===== config.mk =====
export PLATFORM = sky130hd
export DESIGN_NAME = txfl_top
export DESIGN_NICKNAME = d
export VERILOG_FILES = /design/src/txfl_pkg.sv /design/src/txfl_top.sv
export SDC_FILE = /design/constraint.sdc
export NUM_CORES = 1
export LEC_CHECK = 0
export BUFFER_PORTS_ARGS = -buffer_cell sky130_fd_sc_hd__clkbuf_2
export CAP_MARGIN = 40
export CORE_MARGIN = 3
export CORE_UTILIZATION = 45
export CTS_BUF_LIST = sky130_fd_sc_hd__clkbuf_4
export DETAILED_ROUTE_END_ITERATION = 8
export SLEW_MARGIN = 20
export SYNTH_ARGS = -nofsm -noshare
export SYNTH_HDL_FRONTEND = slang
export SYNTH_SLANG_ARGS = --single-unit

===== constraint.sdc =====
create_clock -name pclk -period 4.92 [get_ports pclk]
set_clock_uncertainty 0.2 [all_clocks]
set_input_delay 0.246 -clock pclk [delete_from_list [all_inputs] [get_ports pclk]]
set_output_delay 0.246 -clock pclk [all_outputs]
set_load 0.005 [all_outputs]

===== src/txfl_pkg.sv =====
// Constants, register map and types for the transmit FIFO, loopback and statistics block
//
// Functional notes
// - FIFO is eight entries of four bytes
// - 16-bit writes fill one half, 32-bit whole
// - Drain starts only when count exceeds threshold or packet end fetched
// - Request DMA while count at or below threshold
// - Block mode moves threshold bytes; fill mode fills
// - Four read pointers chosen by byte order
// - Filler bytes dropped, only packet bytes leave
// - Packet data may start at any byte
// - Status and control registers are sixteen bits
// - Three loopback modes via two-bit field
// - Looped frames go to receive path normally
// - MAC loopback: encoder idle, collisions ignored
// - Internal encoder loopback: nothing off chip; any encoder loopback: collisions ignored
// - External encoder loopback drives loopback output
// - Transceiver echo only monitored in transceiver loopback
// - Unmatched source address sets monitored-bad flag
// - Loopback ends on receive or reject; status reported (here the loopback field stays set until rewritten)
// - Three tallies: CRC, alignment, missed packets
// - Frame end posts collisions and control to descriptors
// - Burst mode select picks block or fill
package txfl_pkg;

  localparam int TXFL_DEPTH = 8;
  localparam int TXFL_LANES = 4;
  localparam int TXFL_REG_W = 16;

  localparam logic [7:0] OFS_CFG     = 8'h00;
  localparam logic [7:0] OFS_RCR     = 8'h04;
  localparam logic [7:0] OFS_TCR     = 8'h08;
  localparam logic [7:0] OFS_CMD     = 8'h0C;
  localparam logic [7:0] OFS_FIFO    = 8'h10;
  localparam logic [7:0] OFS_CRC_ERROR_TALLY    = 8'h14;
  localparam logic [7:0] OFS_ALNT    = 8'h18;
  localparam logic [7:0] OFS_MISST   = 8'h1C;
  localparam logic [7:0] OFS_TXDESC  = 8'h20;
  localparam logic [7:0] OFS_RXDESC  = 8'h24;

  localparam int CFG_DW32    = 0;
  localparam int CFG_BIG     = 1;
  localparam int CFG_BMS     = 2;
  localparam int CFG_EXTENC  = 3;
  localparam int CFG_THR_LO  = 8;
  localparam int CFG_THR_W   = 5;
  localparam int RCR_LB_LO   = 9;
  localparam int RCR_STAT_W  = 9;
  localparam int TCR_STAT_W  = 11;
  localparam int TCR_PMB     = 11;
  localparam int CMD_GO      = 0;
  localparam int CMD_RXON    = 1;
  localparam int NC_W        = 5;

  localparam logic [15:0] CFG_RST = 16'h0800;
  localparam logic [15:0] RCR_RST = 16'h0000;
  localparam logic [15:0] TCR_RST = 16'h0000;
  localparam logic [15:0] CFG_WMASK = 16'h1F0F;
  localparam logic [15:0] RCR_WMASK = 16'hFE00;
  localparam logic [15:0] TCR_WMASK = 16'hF000;

  typedef enum logic [1:0] {
    LB_NONE = 2'b00,
    LB_MAC  = 2'b01,
    LB_ENC  = 2'b10,
    LB_XCVR = 2'b11
  } txfl_lb_e;

  typedef enum logic [1:0] {
    RD_IDLE = 2'b00,
    RD_WAIT = 2'b01,
    RD_RUN  = 2'b11
  } txfl_rd_e;

endpackage : txfl_pkg


===== src/txfl_top.sv =====
// Transmit FIFO with byte-ordering reader, loopback routing and statistics registers
//
// Chosen here: the APB interface to the registers and the placing of the registers.
`timescale 1ns/10ps
module txfl_top
  import txfl_pkg::*;
#(
  parameter int DEPTH = TXFL_DEPTH
)(
  input  wire logic        pclk,
  input  wire logic        presetn,
  input  wire logic        psel,
  input  wire logic        penable,
  input  wire logic        pwrite,
  input  wire logic [7:0]  paddr,
  input  wire logic [31:0] pwdata,
  output logic      [31:0] prdata,
  output logic             pready,
  output logic             pslverr,
  output logic             dma_req,
  input  wire logic        dma_grant,
  output logic             dma_burst,
  input  wire logic        dma_wvalid,
  input  wire logic [31:0] dma_wdata,
  input  wire logic [3:0]  dma_byte_en,
  input  wire logic        dma_upper,
  input  wire logic        dma_eop,
  output logic      [7:0]  ser_data,
  output logic             ser_valid,
  input  wire logic        ser_ready,
  output logic      [7:0]  lb_data,
  output logic             lb_valid,
  input  wire logic        rx_ready,
  input  wire logic [7:0]  echo_data,
  input  wire logic        echo_valid,
  output logic             line_tx_en,
  output logic             loopback_out,
  input  wire logic        collision_inputs,
  output logic             collision_seen,
  input  wire logic        sa_check,
  input  wire logic        sa_match,
  input  wire logic        tx_done,
  input  wire logic [4:0]  collision_count,
  input  wire logic [10:0] tx_status,
  input  wire logic        rx_done,
  input  wire logic [8:0]  rx_status,
  input  wire logic        crc_err,
  input  wire logic        align_err,
  input  wire logic        missed_pkt,
  output logic             receiver_on
);

  localparam int PW  = $clog2(DEPTH);
  localparam int CAP = DEPTH * TXFL_LANES;
  localparam logic [6:0] CAP_B = 7'(CAP);
  localparam logic [6:0] THR_MAX = 7'(CAP / 2);

  // The byte count is seven bits, so deeper arrays would wrap it
  if (DEPTH < 2 || DEPTH > 16 || (DEPTH & (DEPTH - 1)) != 0)
  begin : g_depth_chk
    $error("DEPTH must be a power of two from 2 to 16");
  end

  function automatic logic [15:0] tally_next(input logic [15:0] cur, input logic evt, input logic clr);
    // An event in the clearing cycle is counted, not lost
    tally_next = clr ? {15'h0000, evt} : (cur + {15'h0000, evt});
  endfunction : tally_next

  // eight four-byte entries with a per-byte valid mask
  logic [31:0]   mem_data [DEPTH];
  logic [3:0]    mem_ben  [DEPTH];
  logic          mem_eop  [DEPTH];

  logic [15:0]   cfg_reg, rx_control_reg, tx_control_reg, tx_desc_reg, rx_desc_reg;
  logic [15:0]   crc_error_tally, alignment_error_tally, missed_packet_tally;
  logic [PW:0]   wr_ptr_reg, rd_ptr_reg;
  logic [1:0]    lane_reg;
  logic          half_reg;
  logic [6:0]    byte_cnt_reg, burst_left_reg;
  logic          tx_active_reg, eop_fetched_reg;
  txfl_rd_e      rd_state_reg, rd_state_next;

  // APB decode
  wire           setup    = psel & ~penable;
  wire           wr_acc   = psel & penable & pwrite & pready;
  wire           hit_cfg  = paddr == OFS_CFG;
  wire           hit_rcr  = paddr == OFS_RCR;
  wire           hit_tcr  = paddr == OFS_TCR;
  wire           hit_cmd  = paddr == OFS_CMD;
  wire           hit_crc  = paddr == OFS_CRC_ERROR_TALLY;
  wire           hit_aln  = paddr == OFS_ALNT;
  wire           hit_mis  = paddr == OFS_MISST;
  wire           mapped   = hit_cfg | hit_rcr | hit_tcr | hit_cmd | hit_crc | hit_aln | hit_mis
                            | paddr == OFS_FIFO | paddr == OFS_TXDESC | paddr == OFS_RXDESC;
  wire           go_cmd   = wr_acc & hit_cmd & pwdata[CMD_GO];

  // Configuration fields; threshold clamped so a block burst always fits
  wire           dw32     = cfg_reg[CFG_DW32];
  wire           big_end  = cfg_reg[CFG_BIG];
  wire           burst_mode_select      = cfg_reg[CFG_BMS];
  wire           ext_enc  = cfg_reg[CFG_EXTENC];
  wire [6:0]     thr_raw  = {2'b00, cfg_reg[CFG_THR_LO +: CFG_THR_W]};
  wire [6:0]     thr      = (thr_raw > THR_MAX) ? THR_MAX : thr_raw;
  wire [1:0]     loopback_select = rx_control_reg[RCR_LB_LO +: 2];
  wire           lb_mac   = loopback_select == LB_MAC;
  wire           lb_enc   = loopback_select == LB_ENC;
  wire           lb_xcvr  = loopback_select == LB_XCVR;

  // Buffer engine write side
  wire           wr_acc_d = dma_burst & dma_wvalid;
  wire           half_cmp = big_end ? ~dma_upper : dma_upper;
  wire           ent_done = wr_acc_d & (dw32 | half_cmp);
  wire [6:0]     wr_bytes = wr_acc_d ? (dw32 ? 7'd4 : 7'd2) : 7'd0;
  wire [PW-1:0]  wr_idx   = wr_ptr_reg[PW-1:0];
  wire [3:0]     half_ben = dma_upper ? {dma_byte_en[3:2], 2'b00} : {2'b00, dma_byte_en[1:0]};
  wire [3:0]     ben_in   = dw32 ? dma_byte_en : half_ben;
  wire [PW:0]    full_ent = wr_ptr_reg - rd_ptr_reg;

  // Byte-ordering reader
  wire           sink_rdy = lb_mac ? rx_ready : ser_ready;
  wire           out_busy = lb_mac ? lb_valid : ser_valid;
  wire [PW-1:0]  rd_idx   = rd_ptr_reg[PW-1:0];
  wire [1:0]     rd_lane  = big_end ? ~lane_reg : lane_reg;
  wire           can_pop  = rd_state_reg == RD_RUN && full_ent != '0 && (!out_busy || sink_rdy);
  wire           pop_ok   = can_pop & mem_ben[rd_idx][rd_lane];
  wire [7:0]     pop_byte = mem_data[rd_idx][8 * rd_lane +: 8];
  wire           last_ln  = lane_reg == 2'd3;
  wire           pkt_end  = can_pop & last_ln & mem_eop[rd_idx];
  wire [6:0]     pop_cnt  = can_pop ? 7'd1 : 7'd0;
  wire [6:0]     byte_cnt_next = byte_cnt_reg + wr_bytes - pop_cnt;
  wire           thr_met  = byte_cnt_reg > thr;

  // Burst sizing
  wire [6:0]     burst_len = burst_mode_select ? thr : (CAP_B - byte_cnt_reg);
  wire           burst_end = wr_acc_d & (dma_eop | burst_left_reg <= wr_bytes);
  wire           dma_req_next = tx_active_reg & ~eop_fetched_reg & ~dma_burst & ~dma_grant
                                & ~dma_req & (byte_cnt_reg <= thr);

  always_comb
  begin
    rd_state_next = rd_state_reg;
    unique case (rd_state_reg)
      RD_IDLE: if (go_cmd) rd_state_next = RD_WAIT;
      RD_WAIT: if (thr_met || eop_fetched_reg) rd_state_next = RD_RUN;
      RD_RUN:  if (pkt_end) rd_state_next = RD_IDLE;
      default: rd_state_next = RD_IDLE;
    endcase
  end

  always_ff @(posedge pclk or negedge presetn)
  begin
    if (!presetn)
    begin
      rd_state_reg    <= RD_IDLE;
      wr_ptr_reg      <= '0;
      rd_ptr_reg      <= '0;
      lane_reg        <= 2'd0;
      half_reg        <= 1'b0;
      byte_cnt_reg    <= 7'd0;
      burst_left_reg  <= 7'd0;
      tx_active_reg   <= 1'b0;
      eop_fetched_reg <= 1'b0;
      dma_req         <= 1'b0;
      dma_burst       <= 1'b0;
    end
    else
    begin
      rd_state_reg <= rd_state_next;
      byte_cnt_reg <= byte_cnt_next;
      dma_req      <= dma_req_next;
      if (ent_done)
        wr_ptr_reg <= wr_ptr_reg + 1'b1;
      if (wr_acc_d)
        half_reg <= ~ent_done;
      if (can_pop)
        lane_reg <= lane_reg + 2'd1;
      if (can_pop && last_ln)
        rd_ptr_reg <= rd_ptr_reg + 1'b1;
      if (go_cmd)
        tx_active_reg <= 1'b1;
      else if (pkt_end)
        tx_active_reg <= 1'b0;
      if (go_cmd || pkt_end)
        eop_fetched_reg <= 1'b0;
      else if (wr_acc_d && dma_eop)
        eop_fetched_reg <= 1'b1;
      if (dma_grant && !dma_burst)
      begin
        dma_burst      <= 1'b1;
        burst_left_reg <= burst_len;
      end
      else if (burst_end)
        dma_burst <= 1'b0;
      else if (wr_acc_d)
        burst_left_reg <= burst_left_reg - wr_bytes;
    end
  end

  // byte enables mark where the packet begins within the word
  always_ff @(posedge pclk)
  begin
    if (wr_acc_d)
    begin
      if (dw32 || dma_upper)
        mem_data[wr_idx][31:16] <= dma_wdata[31:16];
      if (dw32 || !dma_upper)
        mem_data[wr_idx][15:0] <= dma_wdata[15:0];
      mem_ben[wr_idx] <= (dw32 || !half_reg) ? ben_in : (mem_ben[wr_idx] | ben_in);
      mem_eop[wr_idx] <= dma_eop;
    end
  end

  // Output stage and loopback routing; fillers pass no byte out
  always_ff @(posedge pclk or negedge presetn)
  begin
    if (!presetn)
    begin
      ser_data       <= 8'h00;
      ser_valid      <= 1'b0;
      lb_data        <= 8'h00;
      lb_valid       <= 1'b0;
      line_tx_en     <= 1'b0;
      loopback_out   <= 1'b0;
      collision_seen <= 1'b0;
    end
    else
    begin
      if (sink_rdy || !out_busy)
      begin
        ser_valid <= pop_ok & ~lb_mac;
        lb_valid  <= (pop_ok & lb_mac) | (echo_valid & lb_xcvr);
      end
      if (pop_ok && !lb_mac)
        ser_data <= pop_byte;
      if (pop_ok && lb_mac)
        lb_data <= pop_byte;
      else if (echo_valid && lb_xcvr)
        lb_data <= echo_data;
      line_tx_en     <= ~lb_mac & ~(lb_enc & ~ext_enc);
      loopback_out   <= lb_enc & ext_enc;
      collision_seen <= collision_inputs & ~lb_mac & ~lb_enc;
    end
  end

  // Registers, tallies and descriptor status
  always_ff @(posedge pclk or negedge presetn)
  begin
    if (!presetn)
    begin
      cfg_reg               <= CFG_RST;
      rx_control_reg        <= RCR_RST;
      tx_control_reg        <= TCR_RST;
      tx_desc_reg           <= 16'h0000;
      rx_desc_reg           <= 16'h0000;
      crc_error_tally       <= 16'h0000;
      alignment_error_tally <= 16'h0000;
      missed_packet_tally   <= 16'h0000;
      receiver_on           <= 1'b0;
      prdata                <= 32'h0000_0000;
      pready                <= 1'b0;
      pslverr               <= 1'b0;
    end
    else
    begin
      // Zero wait states: pready answers in the cycle after setup
      pready  <= setup;
      pslverr <= setup & ~mapped;
      if (setup && !pwrite)
      begin
        unique case (1'b1)
          hit_cfg:              prdata <= {16'h0000, cfg_reg};
          hit_rcr:              prdata <= {16'h0000, rx_control_reg};
          hit_tcr:              prdata <= {16'h0000, tx_control_reg};
          hit_cmd:              prdata <= {29'h0, dma_req, receiver_on, tx_active_reg};
          paddr == OFS_FIFO:    prdata <= {25'h0, byte_cnt_reg};
          hit_crc:              prdata <= {16'h0000, crc_error_tally};
          hit_aln:              prdata <= {16'h0000, alignment_error_tally};
          hit_mis:              prdata <= {16'h0000, missed_packet_tally};
          paddr == OFS_TXDESC:  prdata <= {16'h0000, tx_desc_reg};
          paddr == OFS_RXDESC:  prdata <= {16'h0000, rx_desc_reg};
          default:              prdata <= 32'h0000_0000;
        endcase
      end
      if (wr_acc && hit_cfg)
        cfg_reg <= pwdata[15:0] & CFG_WMASK;
      if (wr_acc && hit_rcr)
        rx_control_reg[15:RCR_STAT_W] <= pwdata[15:RCR_STAT_W];
      if (rx_done)
        rx_control_reg[RCR_STAT_W-1:0] <= rx_status;
      if (wr_acc && hit_tcr)
        tx_control_reg[15:12] <= pwdata[15:12];
      if (tx_done)
        tx_control_reg[TCR_STAT_W-1:0] <= tx_status;
      if (sa_check && !sa_match)
        tx_control_reg[TCR_PMB] <= 1'b1;
      else if (go_cmd)
        tx_control_reg[TCR_PMB] <= 1'b0;
      if (wr_acc && hit_cmd && pwdata[CMD_RXON])
        receiver_on <= 1'b1;
      if (tx_done)
        tx_desc_reg <= {collision_count, tx_control_reg[TCR_PMB], tx_status[9:0]};
      if (rx_done)
        rx_desc_reg <= {rx_control_reg[15:RCR_STAT_W], rx_status};
      crc_error_tally       <= tally_next(crc_error_tally, crc_err, wr_acc & hit_crc);
      alignment_error_tally <= tally_next(alignment_error_tally, align_err, wr_acc & hit_aln);
      missed_packet_tally   <= tally_next(missed_packet_tally, missed_pkt, wr_acc & hit_mis);
    end
  end
endmodule : txfl_top


==> impl_metrics.yaml, run 1 <==
sta:
  rsz0062_at_grt: "false"
  hold_viol: 0
  fin_crit_sh_pct: 77.6
  max_freq_mhz: 262
  setup_ws_ns: 1.10
  tns_ns: 0
  holdWs_ns: 0.0802
  finalCriticalPeriod_ns: 3.82
  slew_headroom_pct: 46.2
  slew_viol_final: 0
  tightest_slew_ns: 0.799
  setup_viol: 0
clock_network:
  cts_buffers: 119
  cts-root-buf: "clkbuf_4"
  clock_latency_ns: 0.87
  cts.clk_slew.worst_paths_ns: 0.07
  cts_tree: "yes"
  clockBufferDepth: 3
  cts_setup_buffers: 0
  htreeDepth: 3
  cts_sinks: 469
hold_path:
  hold_depth: 2
  hold_start: "dma_wdata[7]"
  min_path_type: "input pin to flip-flop"
  holdPathEnd: "mem_data[5][7]$_DFFE_PP_"
synthesis:
  synth_largest_area_cell: "edfxtp_1"
  ys_seq_area_share_pct: 64.3
  yosys_warnings: 0
  ys_ff_latch: 469
  synth_top_cells_by_area: "edfxtp_1, dfrtp_1, mux4_2, mux2_2, ha_1"
  syn_inst: 1363
  ys.flop_type: "edfxtp_1"
  synth_edf_count: 296
  synthArstFlopShare_pct: 36.9
  syn_area_um2: 20600
  avgSynthCellArea_um2: 15.1
  synthTopCellsByCount: "edfxtp_1, dfrtp_1, nor2_1"
  synth_top_area_share_pct: 43.2
  synthDistinctLibCells: 64
  synthMostInstantiatedCell: "edfxtp_1"
global_route:
  grt_max_degree: 89
  grt_usage_pct: 22.7
  grt_pass1_vias: 14431
  grt_antenna_before_repair: 4
  grt_overflow: 0
  grt_pass1_wl_um: 82800
route:
  drtAntennaViolNets: 0
  wl_per_cell_um: 21.1
  vias_per_cell: 5.42
  drc: 0
  drt-total-wl_um: 53700
  first_iter_violations: 987
  num_vias: 13800
  drt-pass1-iter-count: 5
power:
  p_leak_nw: 10.2
  ir_drop_mv: 0.228
  power_mw: 9.73
  power_density_nw_per_um2: 374
final_layout:
  top_register: "mem_data"
  nNetsFinal: 2011
  stdcell_area_um2: 26000
  syn_to_final_growth_pct: 26.5
  largest_registers: "mem_data (256), mem_ben (32)"
  final_core_util_pct: 58.2
  largest_reg_flops: 256
  stdcell_count: 2544
  n_fill_cell: 3629
  layout-drive-gt1-share_pct: 28.7
placement:
  place_hpwl_um: 33700
  pre_cts_ws_ns: 1.16
  dpl-instance-area_um2: 22100
  globalplace.congestion: 0.913
  port-buffer-count: 150
  place_inst: 2085
floorplan:
  die_y_um: 220
  start_util_pct: 46.0
  coreArea_um2: 44700
  placementRows: 77
  die_x_um: 220
  die_area_um2: 48300
  io_pins: 187
setup_path:
  ff2ff_path_depth: 14
  r2r-start: "wr_ptr_reg[0]$_DFFE_PN0P_"
  start_kind: "flip-flop"
  r2r_slack_ns: 1.10
  reg2reg_to: "byte_cnt_reg[5]$_DFF_PN0_"
  worstSetupPathType: "flip-flop to flip-flop"
  endpoint_kind: "flip-flop"
  cp.arrival_ns: 4.37
  crit_required_ns: 5.47
  critical_path_peak_fanout: 11
flow_run:
  drv_cap: 0
status:
  outcome: "finished clean"
## timing repair
action	4_1_cts	5_1_grt
hold buffers	232	0
endpoints found under the setup margin	0	0
gates resized for setup	0	0
endpoints found under the hold margin	647	0
## power by group
group | internal [mW] | total, mW | switching [mW] | leakage (nW)
combinational | 0.707 | 1.50 | 0.790 | 4.40
sequential | 4.60 | 4.88 | 0.278 | 4.89
clock | 1.75 | 3.35 | 1.61 | 0.925
total | 7.06 | 9.73 | 2.67 | 10.2
## cells by family (layout without fill, tap and decap cells)
| group | after synthesis | after routing | share of synthesized area (%) |
|---|---|---|---|
| flops | 469 | 469 | 64.3 |
| simple gates | 301 | 301 | 6.98 |
| mux | 203 | 203 | 15.4 |
| compound gates | 174 | 174 | 5.72 |
| buf+inv | 116 | 687 | 2.68 |
| xor+xnor | 66 | 66 | 2.85 |
| fa+ha+maj | 33 | 33 | 2.08 |
| other cells | 1 | 19 | 0.0182 |
## metal layers
layer	track usage (%)	wire length, um	up-vias
li1	-	-	6229
met1	30.7	22900	6983
met2	36.7	26300	490
met3	4.91	3320	96
met4	7.64	1240	2
met5	0	7	-
## critical path, cell delays in order (launching register included)
cell and delay, ns:
dfrtp_1 0.69, clkinv_1 0.38, ha_1 0.31, nand3b_1 0.15
nand2_1 0.07, xnor2_1 0.08, a41oi_2 0.47, ha_1 0.24
inv_1 0.04, ha_1 0.20, fa_1 0.40, a21oi_1 0.17
nor2_1 0.06, nor2_1 0.12, xnor2_1 0.15
## final cells by class
| type | instances | area, um2 | share of cell area [%] |
|---|---|---|---|
| timing repair buffer | 426 | 3460 | 13.3 |
| sequential | 469 | 13200 | 50.8 |
| multi-input combinational | 793 | 6880 | 26.4 |
| tap | 592 | 741 | 2.85 |
| inverter | 40 | 150 | 0.577 |
| clock buffer | 175 | 1310 | 5.05 |
| antenna | 3 | 7.51 | 0.0288 |
| clock inverter | 46 | 263 | 1.01 |
## cell usage in the layout (no fill, tap or decap), drive strengths merged, types with 6 or more instances in the layout
cell type      n
a211oi         6
a21o           9
a21oi         30
a221oi        10
a22o           7
a22oi         26
a31oi          6
a32o           9
and2           6
and3          17
buf           45
clkbuf       325
clkinv        42
conb          16
dfrtp        172
dlygate4sd3  231
edfxtp       296
ha            31
inv           42
mux2          88
mux2i         35
mux4          80
nand2         86
nand2b         6
nand3         30
nand4          7
nor2          94
nor2b         18
nor3          11
nor4           6
o21ai         44
o22ai          6
or3            6
xnor2         32
xor2          34
## worst max-delay path by stage
| stage | from | end | cells after the start |
|---|---|---|---|
| 4_1_cts | wr_ptr_reg[0]$_DFFE_PN0P_ | tx_active_reg$_DFFE_PN0N_ | 10 |
| 3_3_place_gp | wr_ptr_reg[0]$_DFFE_PN0P_ | byte_cnt_reg[5]$_DFF_PN0_ | 14 |
| 5_1_grt | wr_ptr_reg[0]$_DFFE_PN0P_ | byte_cnt_reg[5]$_DFF_PN0_ | 14 |
| 2_1_floorplan | wr_ptr_reg[0]$_DFFE_PN0P_ | byte_cnt_reg[5]$_DFF_PN0_ | 15 |
| 3_5_place_dp | wr_ptr_reg[0]$_DFFE_PN0P_ | byte_cnt_reg[5]$_DFF_PN0_ | 14 |
| 6_report | wr_ptr_reg[0]$_DFFE_PN0P_ | byte_cnt_reg[5]$_DFF_PN0_ | 14 |
Note: power is estimated with default switching activity, not from simulation.
==> run 2: changes to the inputs <==
--- a/config.mk
+++ b/config.mk
@@ -11,6 +11,7 @@
 export CORE_UTILIZATION = 45
 export CTS_BUF_LIST = sky130_fd_sc_hd__clkbuf_4
 export DETAILED_ROUTE_END_ITERATION = 8
+export PLACE_DENSITY = 0.66
 export SLEW_MARGIN = 20
 export SYNTH_ARGS = -nofsm -noshare
 export SYNTH_HDL_FRONTEND = slang
==> constraint.sdc (replaced) <==
create_clock -name pclk -period 3.22 [get_ports pclk]
set_clock_uncertainty 0.2 [all_clocks]
set_input_delay 0.161 -clock pclk [delete_from_list [all_inputs] [get_ports pclk]]
set_output_delay 0.161 -clock pclk [all_outputs]
set_load 0.005 [all_outputs]
==> run 2 against run 1 <==
  * Non-clock buffer count increased by 28
  * Flip-flop and latch count unchanged
  * Cell count increased by 0.83%
  * Register-to-register slack got worse by 0.92 ns
  * Sequential power increased by 52%
  * Worst hold slack got worse by 0.029 ns
  * Total power increased by 51%
  * Critical endpoint is now cfg_reg[3]$_DFFE_PN0P_
  * Largest cell class unchanged
  * Largest power group unchanged
==> impl_metrics.yaml, run 2 (synthesized netlist as in run 1, its figures left out) <==
final_layout:
  layout-drive-gt1-share_pct: 29.3
  largest_reg_flops: 256
  final_common_cell: "edfxtp_1"
  top_register: "mem_data"
  final_cell_mix: "edfxtp_1, dlygate4sd3_1, dfrtp_1"
  syn_to_final_growth_pct: 27.5
  final_core_util_pct: 58.7
  stdcell_area_um2: 26200
  largest_registers: "mem_data (256), mem_ben (32)"
  nNetsFinal: 2038
clock_network:
  cts_sinks: 469
  cts_tree: "yes"
  cts_buffers: 118
  cts.clk_slew.worst_paths_ns: 0.07
  cts-root-buf: "clkbuf_4"
  clock_latency_ns: 0.90
  htreeDepth: 3
  clockBufferDepth: 3
sta:
  setup_viol: 0
  finalCriticalPeriod_ns: 3.15
  max_freq_mhz: 317
  hold_viol: 0
  tightest_slew_ns: 0.787
  fin_crit_sh_pct: 97.9
  slew_viol_final: 0
  tns_ns: 0
  slew_headroom_pct: 46.9
  rsz0062_at_grt: "false"
global_route:
  grt_pass1_vias: 14551
  grt_pass1_wl_um: 83100
  grt_max_degree: 76
  grt_usage_pct: 22.7
  grt_overflow: 0
  grt_antenna_before_repair: 3
setup_path:
  endpoint_kind: "flip-flop"
  worstSetupPathType: "input pin to flip-flop"
  critical_path_peak_fanout: 9
  cp.arrival_ns: 3.71
  crit_required_ns: 3.77
  start_kind: "input pin"
route:
  drtAntennaViolNets: 0
  num_vias: 13980
  drt-pass1-iter-count: 5
  vias_per_cell: 5.45
  wl_per_cell_um: 21.0
  drt-total-wl_um: 53800
  first_iter_violations: 1196
  drc: 0
power:
  ir_drop_mv: 0.380
  power_density_nw_per_um2: 558
  p_leak_nw: 10.3
floorplan:
  io_pins: 187
  die_x_um: 220
  placementRows: 77
  start_util_pct: 46.0
  die_area_um2: 48300
  coreArea_um2: 44700
  die_y_um: 220
flow_run:
  drv_cap: 0
placement:
  dpl-instance-area_um2: 22200
  globalplace.congestion: 0.919
  place_hpwl_um: 32800
  port-buffer-count: 150
status:
  outcome: "finished clean"
hold_path:
  min_path_type: "input pin to flip-flop"
-- run 2: changes by cell type in the layout (fill, tap and decap cells not counted), sizes merged --
cell / previous run / this run
dlygate4sd3: 231 / 241
buf: 45 / 61
diode: 3 / 2
inv: 42 / 39
bufinv: 2 / 0
dlymetal6s4s: 0 / 2
clkinv: 42 / 51
clkbuf: 325 / 315
-- run 2: final timing paths --
check                                            startpoint                        endpoint  cells past startpoint  slack (ns)
min in group asynchronous                           presetn       rd_ptr_reg[0]$_DFFE_PN0P_                      4        0.24
worst min register to register  eop_fetched_reg$_DFFE_PN0P_               dma_req$_DFF_PN0_                      1        0.28
worst max-delay path                               paddr[1]          cfg_reg[3]$_DFFE_PN0P_                     10        0.07
max in group asynchronous                           presetn  rx_control_reg[12]$_DFFE_PN0P_                      4        2.09
worst min-delay path                           echo_data[0]          lb_data[0]$_DFFE_PN0P_                      4        0.05
worst max register to register      lane_reg[0]$_DFFE_PN0P_            lb_valid$_DFFE_PN0N_                      9        0.18
-- run 2: critical path: stages --
cell and delay (ns):
dlygate4sd3_1 0.53, clkbuf_2 0.18, or4_1 0.49, dlygate4sd3_1 0.63, nor3_2 0.20, buf_4 0.21, nand2_1 0.08, dlygate4sd3_1 0.57
o21ai_0 0.07, dlygate4sd3_1 0.57
-- run 2: stage by stage --
stage / hold slack (ns) / total power [mW] / setup slack, ns / cells
CTS: 0.000933 / 14.7 / 0.00124 / 2554
global placement: -0.00798 / 9.50 / 0.300 / 2092
detailed placement: -0.0114 / 9.59 / 0.277 / 2095
global route: 0.0300 / 15.4 / 0.0320 / 2565
finish: 0.0510 / 14.6 / 0.0673 / 2565
floorplan: -0.335 / 8.84 / 0.0144 / 1378
-- run 2: power by group --
part / switching, mW / leakage (nW) / internal, mW
registers: 0.389 / 4.89 / 7.03
logic: 1.23 / 4.56 / 1.14
clock network: 2.46 / 0.884 / 2.40
total: 4.08 / 10.3 / 10.6
-- run 2: final cells by class --
cell class / count / area (um2)
diodes: 2 / 5.00
clock buffers: 165 / 1240
clock inverters: 50 / 243
fillers: 3490 / 18500
inverters: 40 / 150
multi-input cells: 793 / 6890
flip-flops and latches: 469 / 13200
well taps: 592 / 741
repair buffers: 454 / 3740
-- run 2: metal layers --
metal	track usage (%)	vias up	part of all wire (%)
met5	0	-	0.024
met4	8.84	2	3.2
met3	6.37	146	7.8
met2	36.7	602	49
met1	29.3	6966	40
li1	-	6264	-
-- run 2: repair_timing --
| action | 4_1_cts | 5_1_grt |
|---|---|---|
| gates resized for setup | 0 | 6 |
| hold endpoints to repair | 791 | 0 |
| endpoints found under the setup margin | 0 | 4 |
| setup buffers | 0 | 7 |
| hold buffers | 244 | 0 |
==> run 3: changes to the inputs <==
--- a/config.mk
+++ b/config.mk
@@ -11,7 +11,8 @@
 export CORE_UTILIZATION = 45
 export CTS_BUF_LIST = sky130_fd_sc_hd__clkbuf_4
 export DETAILED_ROUTE_END_ITERATION = 8
-export PLACE_DENSITY = 0.66
+export HOLD_SLACK_MARGIN = 0.05
+export PLACE_DENSITY = 0.64
 export SLEW_MARGIN = 20
 export SYNTH_ARGS = -nofsm -noshare
 export SYNTH_HDL_FRONTEND = slang
==> run 3 against run 2 <==
  * The run now ends with setup timing left
  * Critical path depth fell by 1
  * Register-to-register slack got worse by 0.10 ns
  * Total power rose by 1.9%
  * Cell count rose by 0.39%
  * Clock-buffer cell count rose by 25
  * Fmax fell by 2.8%
  * Highest routed layer is now met4
==> impl_metrics.yaml, run 3 (synthesized netlist as in run 1, its figures left out) <==
status:
  outcome: "finished with violations"
  violations: "setup timing"
power:
  ir_drop_mv: 0.388
  p_leak_nw: 10.4
  power_mw: 14.9
  power_density_nw_per_um2: 566
setup_path:
  ff2ff_path_depth: 9
  crit_chain: "dlygate4sd3_1 > or4_1 > dlygate4sd3_1 > nor3_2 > buf_4 > nand2_1 > dlygate4sd3_1 > o21ai_0 > dlygate4sd3_1"
  critical_path_peak_fanout: 9
  worst_path_max_delay_cell: "dlygate4sd3_1"
  slowest_delay_ns: 0.73
  start_kind: "input pin"
  crit_top_cell: "dlygate4sd3_1"
  r2r_slack_ns: 0.08
  crit_required_ns: 3.81
  cp.arrival_ns: 3.84
  worstSetupPathType: "input pin to flip-flop"
  r2r-start: "pready$_DFF_PN0_"
  endpoint_kind: "flip-flop"
  reg2reg_to: "cfg_reg[3]$_DFFE_PN0P_"
route:
  drtAntennaViolNets: 0
  first_iter_violations: 1183
  wl_per_cell_um: 20.8
  drt-pass1-iter-count: 5
  drt-total-wl_um: 53600
  num_vias: 13885
  vias_per_cell: 5.39
  drc: 0
sta:
  hold_viol: 0
  holdWs_ns: 0.0865
  max_freq_mhz: 308
  slew_viol_final: 0
  fin_crit_sh_pct: 101
  tightest_slew_ns: 0.795
  setup_ws_ns: -0.0246
  rsz0062_at_grt: "false"
  finalCriticalPeriod_ns: 3.24
  setup_viol: 1
  slew_headroom_pct: 46.9
final_layout:
  largest_reg_flops: 256
  nNetsFinal: 2042
  syn_to_final_growth_pct: 28.2
  largest_registers: "mem_data (256), mem_ben (32)"
  top_register: "mem_data"
  layout-drive-gt1-share_pct: 29.8
  final_core_util_pct: 59.0
  final_cell_mix: "edfxtp_1, dlygate4sd3_1, clkbuf_4"
  final_common_cell: "edfxtp_1"
global_route:
  grt_max_degree: 83
  grt_antenna_before_repair: 3
  grt_overflow: 0
  grt_pass1_wl_um: 82700
  grt_pass1_vias: 14738
  grt_usage_pct: 22.7
floorplan:
  start_util_pct: 46.0
  die_area_um2: 48300
  die_y_um: 220
  coreArea_um2: 44700
  die_x_um: 220
  placementRows: 77
  io_pins: 187
flow_run:
  drv_cap: 0
clock_network:
  cts_tree: "yes"
  cts.clk_slew.worst_paths_ns: 0.07
  cts_sinks: 469
  clock_latency_ns: 0.88
  cts-root-buf: "clkbuf_4"
  cts_buffers: 119
  htreeDepth: 3
  clockBufferDepth: 3
placement:
  globalplace.congestion: 0.890
  place_hpwl_um: 33000
  port-buffer-count: 150
hold_path:
  holdPathEnd: "mem_ben[0][2]$_DFFE_PP_"
  hold_start: "dma_byte_en[2]"
  min_path_type: "input pin to flip-flop"
  hold_depth: 4
## run 3: cell type report
cell class | instances | area [um2]
fillers | 3483 | 18300
flip-flops and latches | 469 | 13200
multi-input cells | 793 | 6890
repair buffers | 457 | 3760
clock buffers | 190 | 1430
well taps | 592 | 741
clock inverters | 30 | 160
inverters | 40 | 150
diodes | 4 | 10.0
## run 3: power breakdown
group / leakage [nW] / total (mW) / internal, mW / switching (mW)
Sequential: 4.89 / 7.42 / 7.03 / 0.393
Combinational: 4.55 / 2.34 / 1.13 / 1.21
Clock: 0.941 / 5.16 / 2.75 / 2.41
## run 3: repair_timing
| action | in CTS | in global routing |
|---|---|---|
| hold buffers | 248 | 0 |
| endpoints found under the hold margin | 875 | 0 |
| endpoints found under the setup margin | 0 | 2 |
| resized for setup | 0 | 5 |
| buffers inserted | 0 | 4 |
## run 3: routing by layer
metal | vias to the layer above | global-route usage, % | share of wire (%)
met5 | - | 0 | 0
met4 | 0 | 9.04 | 3.0
met3 | 112 | 5.39 | 7.0
met2 | 555 | 37.7 | 50
met1 | 6942 | 28.9 | 40
li1 | 6276 | - | -
## run 3: worst max path at each step
stage | startpoint | end | slack [ns] | depth (start not counted)
6_report | paddr[2] | cfg_reg[3]$_DFFE_PN0P_ | -0.02 | 9
5_1_grt | paddr[2] | cfg_reg[3]$_DFFE_PN0P_ | 0.01 | 9
3_3_place_gp | lane_reg[0]$_DFFE_PN0P_ | lb_data[0]$_DFFE_PN0P_ | 0.27 | 7
3_5_place_dp | lane_reg[0]$_DFFE_PN0P_ | lb_data[7]$_DFFE_PN0P_ | 0.20 | 7
4_1_cts | paddr[3] | cfg_reg[3]$_DFFE_PN0P_ | 0.004 | 10
2_1_floorplan | rd_ptr_reg[2]$_DFFE_PN0P_ | byte_cnt_reg[5]$_DFF_PN0_ | 0.01 | 16
## run 3: critical path, delay by kind of cell
kind | cells | cell delay (ns)
buf+inv | 5 | 2.71
compound gates | 1 | 0.09
simple gates | 3 | 0.88
## run 3: stage by stage
step	worst slack [ns]	setup TNS, ns	instance area [um2]	std cells
after detailed placement	0.203	0	22200	2097
after global routing	0.0104	0	26400	2575
final	-0.0246	-0.0246	26400	2575
after CTS	0.00387	0	26300	2565
after global placement	0.272	0	22200	2096
after floorplan	0.0144	0	20600	1378
